==> src/dpfs_defs.vh <==
// Constants for the debug port pin function select block
// Functional notes
// RL1 - SPI slave mode takes data input from pin
// RL2 - Two-wire clock open-drain, needs remap clear or timer off
// RL3 - UART mode takes receive data from pin
// RL4 - Timer2 ch2 output needs remap, enable, alt
// RL5 - Timer2 ch2 capture from pin when remapped
// RL6 - JTAG mode after power-up or reset low
// RL7 - Debugger switch sequence moves pins to serial-wire
// RL8 - Clock pin: serial-wire clock or JTAG clock
// RL9 - Port C bit2 drives JTAG data out
// RL10 - Async trace on C2 needs four conditions
// RL11 - Port C bit3 GPIO or JTAG data in
// RL12 - Port C bit4 carries JTAG mode select
// RL13 - Mode select pin becomes bidirectional serial-wire data
// RL14 - Sync trace clock on B0 when enabled, alt
// RL15 - B0 feeds interrupt A, timer clocks
// RL16 - B0 analog field connects ADC reference
// RL17 - C1 carries async trace when selected, alt
// RL18 - C1 carries sync trace bit zero
// RL19 - C1 analog field connects ADC input 3
// RL20 - C0 GPIO when released or serial-wire without bit1
// RL21 - C0 JTAG reset in JTAG without bit1
// RL22 - Pulls enabled while debug owns its pins; the clock pull-down follows JTAG mode alone, even when pins are released
// RL23 - Interrupts C and D selectable to any pin
// RL24 - Output priority: debug, alternate, then GPIO; analog fields on B0 and C1 take priority over all
`ifndef DPFS_DEFS_VH
`define DPFS_DEFS_VH

// ------------------------------------------------------------
// Pin indexes in the shared pin vectors
// ------------------------------------------------------------
`define DPFS_PIN_B0          3'h0
`define DPFS_PIN_B2          3'h1
`define DPFS_PIN_C0          3'h2
`define DPFS_PIN_C1          3'h3
`define DPFS_PIN_C2          3'h4
`define DPFS_PIN_C3          3'h5
`define DPFS_PIN_C4          3'h6
`define DPFS_NUM_PINS        7
`define DPFS_SYNC_W          10

// ------------------------------------------------------------
// Config field positions (nibble index) and codes
// ------------------------------------------------------------
`define DPFS_FLD_B0          2'h0
`define DPFS_FLD_B2          2'h2
`define DPFS_FLD_C0          2'h0
`define DPFS_FLD_C1          2'h1
`define DPFS_FLD_C2          2'h2
`define DPFS_CFG_ANALOG      4'h0
`define DPFS_CFG_ALT_OUT     4'h9
`define DPFS_CFG_ALT_OD      4'hd
`define DPFS_CFG_RESET       16'h4444

// ------------------------------------------------------------
// Serial controller modes and trace modes
// ------------------------------------------------------------
`define DPFS_SC_OFF          2'h0
`define DPFS_SC_UART         2'h1
`define DPFS_SC_SPI          2'h2
`define DPFS_SC_TWI          2'h3
`define DPFS_TR_ASYNC        2'h0
`define DPFS_TR_SYNC1        2'h1
`define DPFS_TR_SYNC2        2'h2
`define DPFS_TR_SYNC4        2'h3

// ------------------------------------------------------------
// Debug port switching sequences, sent LSB first
// ------------------------------------------------------------
`define DPFS_SEQ_TO_SWD      16'he79e
`define DPFS_SEQ_TO_JTAG     16'he73c
`define DPFS_SEQ_LEAD_ONES   6'h32

`endif

==> src/dpfs_sync.v <==
// Two-flop synchroniser for pin inputs
`timescale 1ns/1ps
module dpfs_sync
#(
	parameter W = 1
)
(
	input  wire         clk_sys, // System clock
	input  wire         rst_n,   // Async reset, active low
	input  wire         ce,      // Clock enable
	input  wire [W-1:0] d,       // Asynchronous inputs
	output reg  [W-1:0] q        // Synchronised outputs
);

	reg [W-1:0] meta;

	// First stage feeds only the second
	always @(posedge clk_sys or negedge rst_n)
	begin
		if (!rst_n)
		begin
			meta <= {W{1'b0}};
			q    <= {W{1'b0}};
		end
		else if (ce)
		begin
			meta <= d;
			q    <= meta;
		end
	end

endmodule

==> src/dpfs_top.v <==
// Pin function selection for the shared debug and peripheral pins
`timescale 1ns/1ps
`include "dpfs_defs.vh"
module dpfs_top
(
	input  wire        clk_sys, // System clock, 50 MHz
	input  wire        rst_n, // Async reset, active low
	input  wire        ce, // Clock enable, freezes state when low
	// Pads
	input  wire [6:0]  pin_in, // Shared pin levels
	input  wire        debug_clock_pin_in, // Debug clock pin level
	input  wire        external_reset_low, // External reset pin, active low
	input  wire        ext_interrupt_c_default, // Default pin level for interrupt C
	output reg  [6:0]  pin_out, // Shared pin drive value
	output reg  [6:0]  pin_oe, // Shared pin drive enable
	output reg  [6:0]  pin_pull_up, // Shared pin pull-up enable
	output reg         debug_clock_pull_down, // Debug clock pin pull-down
	// Configuration
	input  wire [15:0] port_b_low_config, // Port B low config fields
	input  wire [15:0] port_c_low_config, // Port C low config fields
	input  wire        debug_pin_config, // Debug pins returned to GPIO
	input  wire        timer2_remap_option, // Timer2 channel 2 remap
	input  wire        timer2_channel_output_enable, // Timer2 channel 2 output on
	input  wire [1:0]  serial_ctl1_mode_select, // Serial controller 1 mode
	input  wire        serial_ctl1_spi_control, // SPI slave select, high is slave
	input  wire        trace_enable, // Trace interface enable
	input  wire [1:0]  trace_mode, // Async or 1/2/4-wire sync trace
	input  wire        irq_c_select_en, // Interrupt C taken from selected pin
	input  wire [2:0]  irq_c_select, // Pin index for interrupt C
	input  wire        irq_d_select_en, // Interrupt D taken from selected pin
	input  wire [2:0]  irq_d_select, // Pin index for interrupt D
	// Function sources
	input  wire [6:0]  gpio_out, // GPIO output values
	input  wire [6:0]  gpio_oe, // GPIO output enables
	input  wire        timer2_channel2_out, // Timer2 channel 2 output
	input  wire        serial_ctl1_twowire_release, // High lets clock line float
	input  wire        scan_test_data_out, // JTAG data out
	input  wire        scan_test_data_out_en, // JTAG data out enable
	input  wire        swd_data_out, // Serial-wire data out
	input  wire        swd_data_oe, // Serial-wire data drive turn
	input  wire        async_trace_out, // Async trace output
	input  wire        sync_trace_clock, // Sync trace clock
	input  wire        sync_trace_bit0, // Sync trace data bit 0
	input  wire        sync_trace_bit1, // Sync trace data bit 1
	// Function sinks
	output reg  [6:0]  gpio_in, // Synchronised pin levels
	output reg         serial_ctl1_slave_data_in, // SPI slave data in
	output reg         serial_ctl1_twowire_clock, // Two-wire clock sensed
	output reg         serial_ctl1_receive, // UART receive data
	output reg         timer2_channel2, // Timer2 channel 2 capture in
	output reg         scan_test_clock, // JTAG clock
	output reg         scan_test_data_in, // JTAG data in
	output reg         scan_test_mode_select, // JTAG mode select
	output reg         scan_test_reset, // JTAG reset level, low active
	output reg         swd_clock, // Serial-wire clock
	output reg         swd_data_in, // Serial-wire data in
	output reg         swd_mode_active, // Serial-wire mode selected
	output reg         ext_interrupt_a, // External interrupt A
	output reg         ext_interrupt_c, // External interrupt C
	output reg         ext_interrupt_d, // External interrupt D
	output reg         timer1_ext_clock, // Timer1 external clock
	output reg         timer2_clock_mask, // Timer2 clock mask
	output reg         adc_reference_select, // B0 on ADC reference
	output reg         converter_input_3 // C1 on ADC input 3
);

	// ------------------------------------------------------------
	// Functions
	// ------------------------------------------------------------
	function [3:0] cfg_field;
		input [15:0] cfg;
		input [1:0]  idx;
		begin
			cfg_field = cfg[{idx, 2'b00} +: 4];
		end
	endfunction

	// ------------------------------------------------------------
	// Input synchronisers
	// ------------------------------------------------------------
	wire [9:0] sync_q;
	wire [6:0] pin_s;
	wire       clk_pin_s;
	wire       external_reset_low_s;
	wire       ext_interrupt_c_def_s;

	dpfs_sync #(.W(`DPFS_SYNC_W)) u_sync
	(
		.clk_sys (clk_sys),
		.rst_n   (rst_n),
		.ce      (ce),
		.d       ({ext_interrupt_c_default, external_reset_low, debug_clock_pin_in, pin_in}),
		.q       (sync_q)
	);

	assign pin_s      = sync_q[6:0];
	assign clk_pin_s  = sync_q[7];
	assign external_reset_low_s   = sync_q[8];
	assign ext_interrupt_c_def_s = sync_q[9];

	// ------------------------------------------------------------
	// Debug mode selection
	// ------------------------------------------------------------
	// Clock pin is slow against clk_sys, so edges are found by sampling
	reg        swd_mode;
	reg        clk_pin_d;
	reg [15:0] seq_window;
	reg [5:0]  lead_ones;
	wire       clk_rise   = clk_pin_s & ~clk_pin_d;
	wire       tms_bit    = pin_s[`DPFS_PIN_C4];
	wire [15:0] next_window = {tms_bit, seq_window[15:1]};
	wire [5:0] next_ones  = !seq_window[0] ? 6'h00 :
	                        (lead_ones == `DPFS_SEQ_LEAD_ONES) ? lead_ones : lead_ones + 6'h01;
	wire       lead_ok    = (next_ones == `DPFS_SEQ_LEAD_ONES);

	always @(posedge clk_sys or negedge rst_n)
	begin
		if (!rst_n)
		begin
			swd_mode   <= 1'b0; // see RL6
			clk_pin_d  <= 1'b0;
			seq_window <= 16'h0000;
			lead_ones  <= 6'h00;
		end
		else if (ce)
		begin
			clk_pin_d <= clk_pin_s;
			if (!external_reset_low_s)
			begin
				swd_mode   <= 1'b0; // see RL6
				seq_window <= 16'h0000;
				lead_ones  <= 6'h00;
			end
			else if (clk_rise && !debug_pin_config)
			begin
				seq_window <= next_window;
				lead_ones  <= next_ones;
				if (lead_ok && next_window == `DPFS_SEQ_TO_SWD)
					swd_mode <= 1'b1;             // see RL7
				else if (lead_ok && next_window == `DPFS_SEQ_TO_JTAG)
					swd_mode <= 1'b0;
			end
		end
	end

	// ------------------------------------------------------------
	// Pin function decode
	// ------------------------------------------------------------
	wire       jtag_mode = ~swd_mode;
	wire       dbg_on    = ~debug_pin_config;
	wire [3:0] fld_b0    = cfg_field(port_b_low_config, `DPFS_FLD_B0);
	wire [3:0] fld_b2    = cfg_field(port_b_low_config, `DPFS_FLD_B2);
	wire [3:0] fld_c0    = cfg_field(port_c_low_config, `DPFS_FLD_C0);
	wire [3:0] fld_c1    = cfg_field(port_c_low_config, `DPFS_FLD_C1);
	wire [3:0] fld_c2    = cfg_field(port_c_low_config, `DPFS_FLD_C2);
	wire       tr_async  = trace_enable && trace_mode == `DPFS_TR_ASYNC;
	wire       tr_sync   = trace_enable && trace_mode != `DPFS_TR_ASYNC;
	wire       tr_bit1   = trace_enable && (trace_mode == `DPFS_TR_SYNC2 ||
	                                        trace_mode == `DPFS_TR_SYNC4);
	wire       sc_spi    = serial_ctl1_mode_select == `DPFS_SC_SPI;
	wire       sc_uart   = serial_ctl1_mode_select == `DPFS_SC_UART;
	wire       sc_twi    = serial_ctl1_mode_select == `DPFS_SC_TWI;

	// B2: timer output and two-wire clock
	wire t2_out_on  = timer2_remap_option && timer2_channel_output_enable &&
	                  fld_b2 == `DPFS_CFG_ALT_OUT; // see RL4
	wire twi_clk_on = sc_twi && fld_b2 == `DPFS_CFG_ALT_OD &&
	                  (!timer2_channel_output_enable || !timer2_remap_option); // see RL2
	// C2: JTAG data out or async trace
	wire tdo_on     = jtag_mode && dbg_on; // see RL9
	wire swo_c2_on  = swd_mode && tr_async && fld_c2 == `DPFS_CFG_ALT_OUT; // see RL10
	// C3 and C4
	wire tdi_on     = jtag_mode && dbg_on; // see RL11
	wire tms_on     = jtag_mode && dbg_on; // see RL12
	wire swdio_on   = swd_mode && dbg_on; // see RL13
	// B0 and C1
	wire b0_analog  = fld_b0 == `DPFS_CFG_ANALOG; // see RL16
	wire tclk_on    = trace_enable && fld_b0 == `DPFS_CFG_ALT_OUT; // see RL14
	wire c1_analog  = fld_c1 == `DPFS_CFG_ANALOG; // see RL19
	wire swo_c1_on  = tr_async && fld_c1 == `DPFS_CFG_ALT_OUT; // see RL17
	wire td0_on     = tr_sync && fld_c1 == `DPFS_CFG_ALT_OUT; // see RL18
	// C0: JTAG reset or trace bit 1
	wire scan_test_reset_on    = jtag_mode && dbg_on && !tr_bit1; // see RL21
	wire td1_on     = tr_bit1 && fld_c0 == `DPFS_CFG_ALT_OUT;

	reg [6:0] next_out;
	reg [6:0] next_oe;
	reg [6:0] next_pu;

	// Debug first, then alternate, then GPIO; the B0 and C1 analog fields override all three
	always @*
	begin
		next_out = gpio_out; // see RL24
		next_oe  = gpio_oe;
		next_pu  = 7'h00;
		// B0
		if (b0_analog)
		begin
			next_out[`DPFS_PIN_B0] = 1'b0;
			next_oe[`DPFS_PIN_B0]  = 1'b0;
		end
		else if (tclk_on)
		begin
			next_out[`DPFS_PIN_B0] = sync_trace_clock;
			next_oe[`DPFS_PIN_B0]  = 1'b1;
		end
		// B2, clock line only ever pulled low
		if (t2_out_on)
		begin
			next_out[`DPFS_PIN_B2] = timer2_channel2_out;
			next_oe[`DPFS_PIN_B2]  = 1'b1;
		end
		else if (twi_clk_on)
		begin
			next_out[`DPFS_PIN_B2] = 1'b0; // see RL2
			next_oe[`DPFS_PIN_B2]  = ~serial_ctl1_twowire_release;
		end
		// C0, stays GPIO when released or in serial-wire without bit 1
		if (scan_test_reset_on)
		begin
			next_oe[`DPFS_PIN_C0] = 1'b0;
			next_pu[`DPFS_PIN_C0] = 1'b1; // see RL22
		end
		else if (td1_on)
		begin
			next_out[`DPFS_PIN_C0] = sync_trace_bit1;
			next_oe[`DPFS_PIN_C0]  = 1'b1;
		end // see RL20
		// C1
		if (c1_analog)
		begin
			next_out[`DPFS_PIN_C1] = 1'b0;
			next_oe[`DPFS_PIN_C1]  = 1'b0;
		end
		else if (swo_c1_on)
		begin
			next_out[`DPFS_PIN_C1] = async_trace_out;
			next_oe[`DPFS_PIN_C1]  = 1'b1;
			next_pu[`DPFS_PIN_C1]  = 1'b1; // see RL22
		end
		else if (td0_on)
		begin
			next_out[`DPFS_PIN_C1] = sync_trace_bit0;
			next_oe[`DPFS_PIN_C1]  = 1'b1;
		end
		// C2
		if (tdo_on)
		begin
			next_out[`DPFS_PIN_C2] = scan_test_data_out;
			next_oe[`DPFS_PIN_C2]  = scan_test_data_out_en;
		end
		else if (swo_c2_on)
		begin
			next_out[`DPFS_PIN_C2] = async_trace_out;
			next_oe[`DPFS_PIN_C2]  = 1'b1;
			next_pu[`DPFS_PIN_C2]  = 1'b1; // see RL22
		end
		// C3
		if (tdi_on)
		begin
			next_oe[`DPFS_PIN_C3] = 1'b0;
			next_pu[`DPFS_PIN_C3] = 1'b1; // see RL22
		end
		// C4
		if (tms_on)
		begin
			next_oe[`DPFS_PIN_C4] = 1'b0;
			next_pu[`DPFS_PIN_C4] = 1'b1; // see RL22
		end
		else if (swdio_on)
		begin
			next_out[`DPFS_PIN_C4] = swd_data_out; // see RL13
			next_oe[`DPFS_PIN_C4]  = swd_data_oe;
			next_pu[`DPFS_PIN_C4]  = 1'b1;
		end
	end

	// ------------------------------------------------------------
	// Output registers
	// ------------------------------------------------------------
	// Idle levels chosen so unselected receivers see an idle line
	always @(posedge clk_sys or negedge rst_n)
	begin
		if (!rst_n)
		begin
			pin_out                   <= 7'h00;
			pin_oe                    <= 7'h00;
			pin_pull_up               <= 7'h00;
			debug_clock_pull_down     <= 1'b0;
			gpio_in                   <= 7'h00;
			serial_ctl1_slave_data_in <= 1'b0;
			serial_ctl1_twowire_clock <= 1'b1;
			serial_ctl1_receive       <= 1'b1;
			timer2_channel2           <= 1'b0;
			scan_test_clock           <= 1'b0;
			scan_test_data_in         <= 1'b1;
			scan_test_mode_select     <= 1'b1;
			scan_test_reset           <= 1'b1;
			swd_clock                 <= 1'b0;
			swd_data_in               <= 1'b1;
			swd_mode_active           <= 1'b0;
			ext_interrupt_a           <= 1'b0;
			ext_interrupt_c           <= 1'b0;
			ext_interrupt_d           <= 1'b0;
			timer1_ext_clock          <= 1'b0;
			timer2_clock_mask         <= 1'b0;
			adc_reference_select      <= 1'b0;
			converter_input_3         <= 1'b0;
		end
		else if (ce)
		begin
			pin_out                   <= next_out;
			pin_oe                    <= next_oe;
			pin_pull_up               <= next_pu;
			debug_clock_pull_down     <= jtag_mode; // see RL22
			gpio_in                   <= pin_s;
			serial_ctl1_slave_data_in <= (sc_spi && serial_ctl1_spi_control) ?
			                             pin_s[`DPFS_PIN_B2] : 1'b0;            // see RL1
			serial_ctl1_twowire_clock <= twi_clk_on ? pin_s[`DPFS_PIN_B2] : 1'b1;
			serial_ctl1_receive       <= sc_uart ? pin_s[`DPFS_PIN_B2] : 1'b1; // see RL3
			timer2_channel2           <= timer2_remap_option ?
			                             pin_s[`DPFS_PIN_B2] : 1'b0;            // see RL5
			scan_test_clock           <= jtag_mode ? clk_pin_s : 1'b0; // see RL8
			swd_clock                 <= swd_mode ? clk_pin_s : 1'b0; // see RL8
			scan_test_data_in         <= tdi_on ? pin_s[`DPFS_PIN_C3] : 1'b1;   // see RL11
			scan_test_mode_select     <= tms_on ? pin_s[`DPFS_PIN_C4] : 1'b1;   // see RL12
			swd_data_in               <= swdio_on ? pin_s[`DPFS_PIN_C4] : 1'b1; // see RL13
			scan_test_reset           <= scan_test_reset_on ? pin_s[`DPFS_PIN_C0] : 1'b1;  // see RL21
			swd_mode_active           <= swd_mode;
			ext_interrupt_a           <= pin_s[`DPFS_PIN_B0]; // see RL15
			timer1_ext_clock          <= pin_s[`DPFS_PIN_B0]; // see RL15
			timer2_clock_mask         <= pin_s[`DPFS_PIN_B0]; // see RL15
			ext_interrupt_c           <= irq_c_select_en ?
			                             pin_s[irq_c_select] : ext_interrupt_c_def_s;      // see RL23
			ext_interrupt_d           <= irq_d_select_en ?
			                             pin_s[irq_d_select] : pin_s[`DPFS_PIN_C0]; // see RL23
			adc_reference_select      <= b0_analog; // see RL16
			converter_input_3         <= c1_analog; // see RL19
		end
	end

endmodule

==> config.mk <==
export PLATFORM = sky130hd
export DESIGN_NAME = dpfs_top
export DESIGN_NICKNAME = d
export VERILOG_FILES = /design/src/dpfs_sync.v /design/src/dpfs_top.v
export VERILOG_INCLUDE_DIRS = /design/src
export SDC_FILE = /design/constraint.sdc
export NUM_CORES = 1
export LEC_CHECK = 0
export BUFFER_PORTS_ARGS = -buffer_cell sky130_fd_sc_hd__buf_2
export CAP_MARGIN = 20
export CORE_ASPECT_RATIO = 1.5
export CORE_UTILIZATION = 55
export CTS_BUF_LIST = sky130_fd_sc_hd__clkbuf_8
export DETAILED_ROUTE_END_ITERATION = 7
export HOLD_SLACK_MARGIN = 0.08
export PLACE_DENSITY = 0.87
export SLEW_MARGIN = 0
export SYNTH_ARGS = -nofsm -noshare
export SYNTH_HDL_FRONTEND = slang
export SYNTH_SLANG_ARGS = --single-unit
export TNS_END_PERCENT = 50
==> constraint.sdc <==
create_clock -name clk_sys -period 5.4 [get_ports clk_sys]
set_input_delay 0.27 -clock clk_sys [delete_from_list [all_inputs] [get_ports clk_sys]]
set_output_delay 0.27 -clock clk_sys [all_outputs]
set_load 0.1 [all_outputs]
After elaboration in Yosys (flattened, before gate mapping):

Index checks and enable logic that the tools add are counted.

* register bits after elaboration: 87
* bits in latches: 0
* bits in writable memories: 0
* ROM bits: 0
* input port bits: 86
* output and inout port bits: 47
* logic and storage cells: 145
* memories kept: 0

* $add $sub $neg: 1
* $mul: 0
* divide/modulo/power cells: 0
* magnitude comparators: 2
* equal/unequal tests: 17
* shift-type cells: 0
* muxes and demuxes: 61
* bitwise gates (word level): 5
* reduce and logical (&&, ||, !) cells: 32

Operator list (count)
* 1-bit two-way mux: 53
* 16-bit equality test (second input constant): 2
* 16-bit two-way mux: 2
* 4-bit equality test (second input constant): 6
* 6-bit two-way mux: 4
* 1-bit logical AND: 20
* 6-bit equality test (second input constant): 2
* 2-bit equality test (second input constant): 4
* 4-bit zero test: 2
* 3-bit by 4-bit less-than comparator with 1-bit output (second input constant): 2
* 6-bit by 1-bit adder with 6-bit output (second input constant): 1
* 1-bit binary-select mux with 3-bit select: 2
* 1-bit zero test: 4
* 1-bit NOT: 4
* 3-bit inequality test (second input constant): 1
* 3-bit AND reduction: 1
* 2-bit by 1-bit equality test with 1-bit output (second input constant): 1
* 2-bit zero test: 1
* 1-bit logical OR: 2
* 2-bit inequality test (second input constant): 1
* 2-bit AND reduction: 1
* 2-bit nonzero test: 1
* 1-bit AND: 1

Longest topological paths before layout:

Gate-level depths: netlist of run 1.

* word-level depth: 9
* mapped depth: 7
* mapped depth without buffers: 7

By module:

A second synthesis of run 1 with hierarchy kept.

* cells, all modules: 331
* area total of the unflattened synthesis: 3957.5 um2

By module, submodules not included
* dpfs_top: instances 1, cells each 289, area an instance 3134.3 um2, seq. area each 1659.1 um2
* dpfs_sync: instances 1, cells each 42, area an instance 823.3 um2, seq. area each 500.5 um2

Worst setup path before layout of run 1:

No wires, ideal clock.

* kind: register to register
* start: register lead_ones[0]
* end: register swd_mode
* library setup time: 79 ps
* data arrival time: 1671 ps
* required time: 5321 ps
* slack: 3650 ps
* stages on the path, launching flop included: 8
* path buffers: 0
* period minus slack after synthesis: 1750 ps
* cells stage by stage: dfrtp_1 inv_1 ha_1 nand3_1 nor3_1 nand2_1 a2111oi_4 mux2i_1

* longest elaborated chain between the ends: 8
* elaborated cells between the ends (all ways): 12
* those cells by class: 1 x add/sub; 3 x eq/ne; 5 x mux; 3 x reduce/logical

RTL lines
* from (decl): line dpfs_top.v:108 `reg [5:0] lead_ones;`
* from (signal assigned): line dpfs_top.v:137 `lead_ones <= next_ones;`
* 6-bit by 1-bit adder with 6-bit output or 6-bit equality test (tied branches)
* 6-bit two-way mux (*): line dpfs_top.v:113 `` (lead_ones == `DPFS_SEQ_LEAD_ONES) ? lead_ones : lead_ones + 6'h01; ``
* 6-bit two-way mux (*): line dpfs_top.v:112 `wire [5:0] next_ones = !seq_window[0] ? 6'h00 :`
* 6-bit equality test (no source line) (*)
* 1-bit logical AND (no source line)
* 1-bit two-way mux: line dpfs_top.v:138 `` if (lead_ok && next_window == `DPFS_SEQ_TO_SWD) ``
* 1-bit two-way mux: line dpfs_top.v:134 `else if (clk_rise && !debug_pin_config)`
* 1-bit two-way mux: line dpfs_top.v:128 `if (!external_reset_low_s)`
* to (signal assigned): line dpfs_top.v:130 `swd_mode <= 1'b0;`
* to (signal assigned): line dpfs_top.v:139 `swd_mode <= 1'b1;`
* to (signal assigned): line dpfs_top.v:141 `swd_mode <= 1'b0;`
* to (decl): line dpfs_top.v:105 `reg swd_mode;`

Every way passes the cells marked *; elsewhere a longest branch is shown, timed or not. The select of a mux whose other input is x is not followed.
A chain may end at the register's enable or synchronous reset.

Worst setup path after layout of run 1:

Same ends and word-level chain as after synthesis.

==> flow_summary_export.csv, run 1 <==
group,metric,value,unit
status,status,"complete, no violations",
synthesis,synth_edf_count,0,
floorplanning,die_w,70.20,µm
cells_and_area,fill_cells,470,
clock_network,path_clk_slew,80,ps
routing,vias,3165,
clock_network,cts_tree,"done",
cells_and_area,drive_gt1_frac,0.4013,
sta,finalCritPeriodShare,0.3801,
floorplanning,io_pins,133,
pwr,ir_worst_vdd,296.3,µV
sta,worst_pin_slew,795.1,ps
cells_and_area,stdcell_count,528,
sta,setup_viol,0,
clock_network,cts_buffers,9,
cells_and_area,ff_latch_area,0.002160,mm²
worst_setup_path,critical_path_class,"flop to flop",
synthesis,synth_ff_type,"dfrtp_1",
cells_and_area,nets,534,
synthesis,synth_cell_types,49,
floorplanning,initial_core_util,0.5796,
placed_design,hpwlAfterDp,6.262,mm
routing,drt-pass1-iter-count,4,
routing,drc,0,
synthesis,synthCells,331,
global_route,grt_max_degree,87,
global_route,grt_antenna_before_repair,0,
sta,hold_viol,0,
clock_network,ctsHtreeMaxLevel,3,
synthesis,avgSynthCellArea,11.59,µm²
clock_network,ctsRootBufferMaster,"clkbuf_8",
worst_setup_path,path_max_fanout,5,
sta,fin_tns_setup,0,ps
sta,relSlewSlack,0.4699,
global_route,grt_use_total,0.2587,
floorplanning,fp-row-count,36,
cells_and_area,multi_input_area,0.001546,mm²
clock_network,clock_latency,360,ps
sta,grt_setup_unrepaired,"false",
hold_path,hold_class,"input port to flop",
floorplanning,die-area,0.007322,mm²
cells_and_area,syn_to_final_growth,23.48,%
pwr,power.leakage,2.259,nW
routing,routed_wirelength,9.046,mm
clock_network,cts_sinks,86,
floorplanning,core-area,0.006621,mm²
routing,drt_first_iter_violations,144,
synthesis,yosys_warnings,0,
worst_setup_path,endpoint_kind,"flop",
placed_design,portBuffers,118,
sta,fin_crit,2052,ps
placed_design,post-place-cells,509,
routing,viasPerCell,5.994,
routing,ant_nets,0,
routing,drt-wirelength-per-cell,17.13,µm
global_route,grt_pass1_wl,14.96,mm
pwr,power.density,369.4,mW/mm²
synthesis,syn-cell-area,0.003837,mm²
sta,max_freq,487.2,MHz
clock_network,postCtsSetupBuffers,0,
placed_design,place.gp.congestion,0.8547,
clock_network,cts_resized,0,
global_route,first_global_vias,3205,
worst_setup_path,crit_required,5680,ps
clock_network,cts_buffer_depth,2,
worst_setup_path,start_kind,"flop",
sta,drv_slew,0,
sta,clock_skew,8.984,ps
synthesis,synth_seq_cells,86,
synthesis,yosysSeqAreaShare,0.5628,
global_route,grt_overflow,0,
synthesis,synthArstFlopShare,1.000,
job,maxCapViolCount,0,
worst_setup_path,arrival,2330,ps
floorplanning,dieHeight,104.3,µm
critical path: stages, from the launching register on:
cell,delay [ps]
dfrtp_1,420
inv_1,100
ha_1,150
nand3_1,90
nor3_1,470
nand2_1,180
a2111oi_4,350
mux2i_1,210
cell usage in the layout (no fill, tap or decap), types with 8 or more instances in the layout:
cell        n
inv_1      12
nand2_1    24
dfrtp_1    80
a22o_1     18
mux2_2     33
clkbuf_8   10
buf_2     117
a21oi_1     9
nand3_1     8
nor2_1     26
o21ai_0    18
sequential cells by signal, indices dropped and copies added, names as in the netlist, 5 cells and up:
register,flops
pin_pull_up,5
u_sync.meta,10
u_sync.q,10
seq_window,16
pin_out,7
gpio_in,7
lead_ones,6
pin_oe,7
final cells by class:
cell class,instances,share of cell area
Timing Repair Buffer,122,0.1363
Clock buffer,10,0.02905
Multi-Input combinational cell,216,0.3264
Inverter,11,0.008714
Sequential cell,86,0.4558
Clock inverter,6,0.02324
Tap cell,76,0.02007
Antenna cell,1,0.0005281
stage by stage:
| step | power, mW | cell area (µm²) | util | hold WS, ps | worst slack (ps) |
|---|---|---|---|---|---|
| floorplan | 1.111 | 3841 | - | -25.59 | 3650 |
| CTS | 1.752 | 4698 | 0.7096 | 97.49 | 3360 |
| finish | 1.751 | 4738 | 0.7156 | 96.48 | 3348 |
| global placement | 1.203 | 4451 | 0.6721 | 454.2 | 3408 |
| global route | 1.799 | 4736 | 0.7152 | 106.2 | 3182 |
| detailed placement | 1.214 | 4451 | 0.6721 | 466.0 | 3381 |
synth_stat cells (2+ instances only):
| master | number | area share |
|---|---|---|
| mux2i_1 | 7 | 0.018 |
| nor4bb_1 | 2 | 0.0052 |
| dfstp_2 | 6 | 0.041 |
| clkbuf_1 | 10 | 0.0098 |
| a21oi_1 | 9 | 0.012 |
| nor3_1 | 6 | 0.0078 |
| o41ai_1 | 3 | 0.0068 |
| nor2_1 | 26 | 0.025 |
| nor2b_1 | 4 | 0.0065 |
| and3_1 | 3 | 0.0049 |
| ha_1 | 2 | 0.0065 |
| o21ai_0 | 18 | 0.023 |
| nand3b_1 | 3 | 0.0059 |
| nand4_1 | 6 | 0.0098 |
| mux2_2 | 33 | 0.097 |
| dfrtp_1 | 80 | 0.52 |
| buf_4 | 5 | 0.0098 |
| a22o_1 | 18 | 0.041 |
| nand2_1 | 24 | 0.023 |
| mux4_2 | 2 | 0.012 |
| o2bb2ai_1 | 5 | 0.011 |
| inv_1 | 11 | 0.011 |
| a31oi_1 | 7 | 0.011 |
| nand2b_1 | 3 | 0.0049 |
| o21a_1 | 3 | 0.0059 |
| o211ai_1 | 3 | 0.0059 |
| buf_2 | 3 | 0.0039 |
| nand3_1 | 8 | 0.010 |
worst paths after layout:
path	endpoint	slack, ps	cells after the start	start
setup / recovery	swd_mode	3350	7	lead_ones[0]
hold / removal	serial_ctl1_receive	100	2	serial_ctl1_mode_select[0]
setup reg to reg	swd_mode	3350	7	lead_ones[0]
hold reg to reg	debug_clock_pull_down	490	2	debug_clock_pull_down
max in group asynchronous	serial_ctl1_receive	4340	3	rst_n
min in group asynchronous	pin_oe[0]	400	2	rst_n
layer usage:
| metal | wire length [µm] | global-route usage | up-vias |
|---|---|---|---|
| met3 | 444 | 0.03682 | 35 |
| met5 | 0 | 0 | - |
| met2 | 4786 | 0.4382 | 114 |
| met4 | 382 | 0.1486 | 0 |
| met1 | 3432 | 0.3116 | 1581 |
| li1 | - | - | 1435 |
where the power goes:
part	total, mW	switching, mW	internal [mW]
clock	0.544	0.225	0.319
sequential	0.736	0.0375	0.698
combinational	0.471	0.372	0.0987
total	1.75	0.635	1.12
cells by family (layout without fill, tap and decap cells):
kind of cell | count (synthesis) | count (layout) | share of synthesized area
muxes | 42 | 42 | 0.1268
xor gates and xnor gates | 2 | 2 | 0.004566
adders and majority gates | 2 | 2 | 0.006520
DFF | 86 | 86 | 0.5628
and+or+nand+nor | 93 | 93 | 0.1219
buffers and inverters | 30 | 149 | 0.03521
other | 1 | 3 | 0.0009772
AOI/OAI and AO/OA | 75 | 75 | 0.1412
what timing repair did:
action / in CTS / in global routing
hold endpoints to repair: 0 / 33
setup endpoints to repair: 0 / 0
hold buffers: 0 / 1
(Power assumes the default switching activity.)
==> run 2: changes to the inputs <==
Settings changed: CORE_UTILIZATION 55 to 52, PLACE_DENSITY 0.87 to 0.83.
Clock period 5.4 ns to 2.15 ns, I/O delays scaled along.
==> flow_summary_export.csv, run 2 (synthesis results as in run 1) <==
group,metric,value,unit
cells_and_area,stdcell_count,590,
sta,fin_tns_setup,0,ps
hold_path,holdPathStages,4,
cells_and_area,regMostFlops,"seq_window",
floorplanning,io_pins,133,
worst_setup_path,regToRegSetupSlack,200,ps
sta,clock_skew,6.160,ps
pwr,power.density,813.6,mW/mm²
floorplanning,dieHeight,107.2,µm
floorplanning,initial_core_util,0.5345,
hold_path,min_from,"scan_test_data_out",
clock_network,cts_tree,"done",
hold_path,hold_class,"input port to flop",
sta,finalCritPeriodShare,0.9072,
worst_setup_path,r2r-start,"swd_mode",
sta,fin_crit,1950,ps
placed_design,hpwlAfterDp,6.173,mm
clock_network,clock_latency,360,ps
cells_and_area,largest_reg_flops,16,
clock_network,ctsRootBufferMaster,"clkbuf_8",
cells_and_area,multi_input_area,0.001546,mm²
routing,drt_first_iter_violations,171,
sta,relSlewSlack,0.5256,
cells_and_area,ff_latch_area,0.002160,mm²
sta,max_freq,512.7,MHz
worst_setup_path,path_max_fanout,10,
cells_and_area,largest_registers,"seq_window: 16 flops, u_sync.meta: 10 flops, u_sync.q: 10 flops",
clock_network,cts_buffers,9,
global_route,first_global_vias,3340,
global_route,grt_use_total,0.2644,
routing,viasPerCell,5.488,
routing,vias,3238,
clock_network,cts_sinks,86,
sta,setup_viol,0,
worst_setup_path,reg2reg_depth,4,
placed_design,post-place-cells,539,
floorplanning,die-area,0.007734,mm²
sta,worst_pin_slew,702.4,ps
worst_setup_path,worstReg2RegEnd,"pin_out[6]",
pwr,ir_worst_vdd,709.3,µV
status,status,"complete, no violations",
sta,drv_slew,0,
cells_and_area,final_common_cell,"buf_2",
placed_design,portBuffers,118,
worst_setup_path,arrival,2190,ps
worst_setup_path,crit_required,2390,ps
routing,routed_wirelength,9.265,mm
routing,ant_nets,0,
cells_and_area,fill_cells,517,
cells_and_area,drive_gt1_frac,0.3796,
sta,timing.final.ws_setup,199.6,ps
worst_setup_path,start_kind,"flop",
cells_and_area,nets,573,
cells_and_area,post-route-util,0.7069,
hold_path,whs_endpoint,"pin_out[4]",
clock_network,cts_resized,0,
global_route,grt_antenna_before_repair,0,
routing,drt-wirelength-per-cell,15.70,µm
global_route,grt_overflow,0,
cells_and_area,diodes,0,
routing,drt-pass1-iter-count,4,
clock_network,postCtsSetupBuffers,0,
floorplanning,core-area,0.007179,mm²
floorplanning,die_w,72.14,µm
job,maxCapViolCount,0,
sta,hold_viol,0,
placed_design,pre_cts_ws,321.8,ps
cells_and_area,syn_to_final_growth,32.25,%
clock_network,path_clk_slew,80,ps
global_route,grt_max_degree,59,
pwr,power.leakage,2.400,nW
global_route,grt_pass1_wl,15.50,mm
clock_network,cts_buffer_depth,2,
sta,grt_setup_unrepaired,"false",
cells_and_area,final_cell_mix,"117 x buf_2, 80 x dfrtp_1, 35 x dlygate4sd3_1",
clock_network,ctsHtreeMaxLevel,3,
placed_design,place.gp.congestion,0.8513,
routing,drc,0,
floorplanning,fp-row-count,38,
sta,holdWs,87.54,ps
worst_setup_path,endpoint_kind,"flop",
worst_setup_path,critical_path_class,"flop to flop",
[run 2: routing by layer]
| layer | vias up | routed length [µm] | track usage |
|---|---|---|---|
| li1 | 1509 | - | - |
| met1 | 1600 | 3624 | 0.3038 |
| met2 | 102 | 4977 | 0.4619 |
| met3 | 27 | 382 | 0.04981 |
| met4 | 0 | 280 | 0.1331 |
| met5 | - | 0 | 0 |
[run 2: timing repair]
action,CTS,global route
hold buffers,35,0
endpoints found under the setup margin,0,0
hold endpoints to repair,65,0
[run 2: where the power goes]
group	internal (mW)	switching (mW)	total, mW	leakage (nW)
logic	0.291	0.943	1.23	1.23
registers	1.75	0.0930	1.85	1.07
clock network	0.506	0.543	1.05	0.0996
[run 2: cell type report]
class	count	area share
well taps	100	0.02465
clock buffers	12	0.03254
flip-flops and latches	86	0.4255
multi-input cells	216	0.3047
clock inverters	4	0.004191
inverters	11	0.008136
repair buffers	161	0.2002
[run 2: how the worst max path moves through the flow]
| stage | to | startpoint |
|---|---|---|
| after floorplan | swd_mode | lead_ones[0] |
| after global placement | swd_mode | lead_ones[1] |
| after detailed placement | swd_mode | lead_ones[0] |
| after CTS | pin_out[6] | swd_mode |
| after global routing | pin_out[6] | swd_mode |
| final | pin_out[6] | swd_mode |
[run 2: worst max-delay path: stages, from the launching register on]
cell and delay, ps:
dfrtp_1 550, nor2b_1 420, mux2i_1 230, dlygate4sd3_1 570
a21oi_1 60
[run 2: per-stage QoR]
step	power [mW]	cell area, µm²
2_1_floorplan	2.791	3841
3_3_place_gp	3.031	4538
3_5_place_dp	3.055	4538
4_1_cts	4.152	5075
6_report	4.129	5075
5_1_grt	4.285	5075
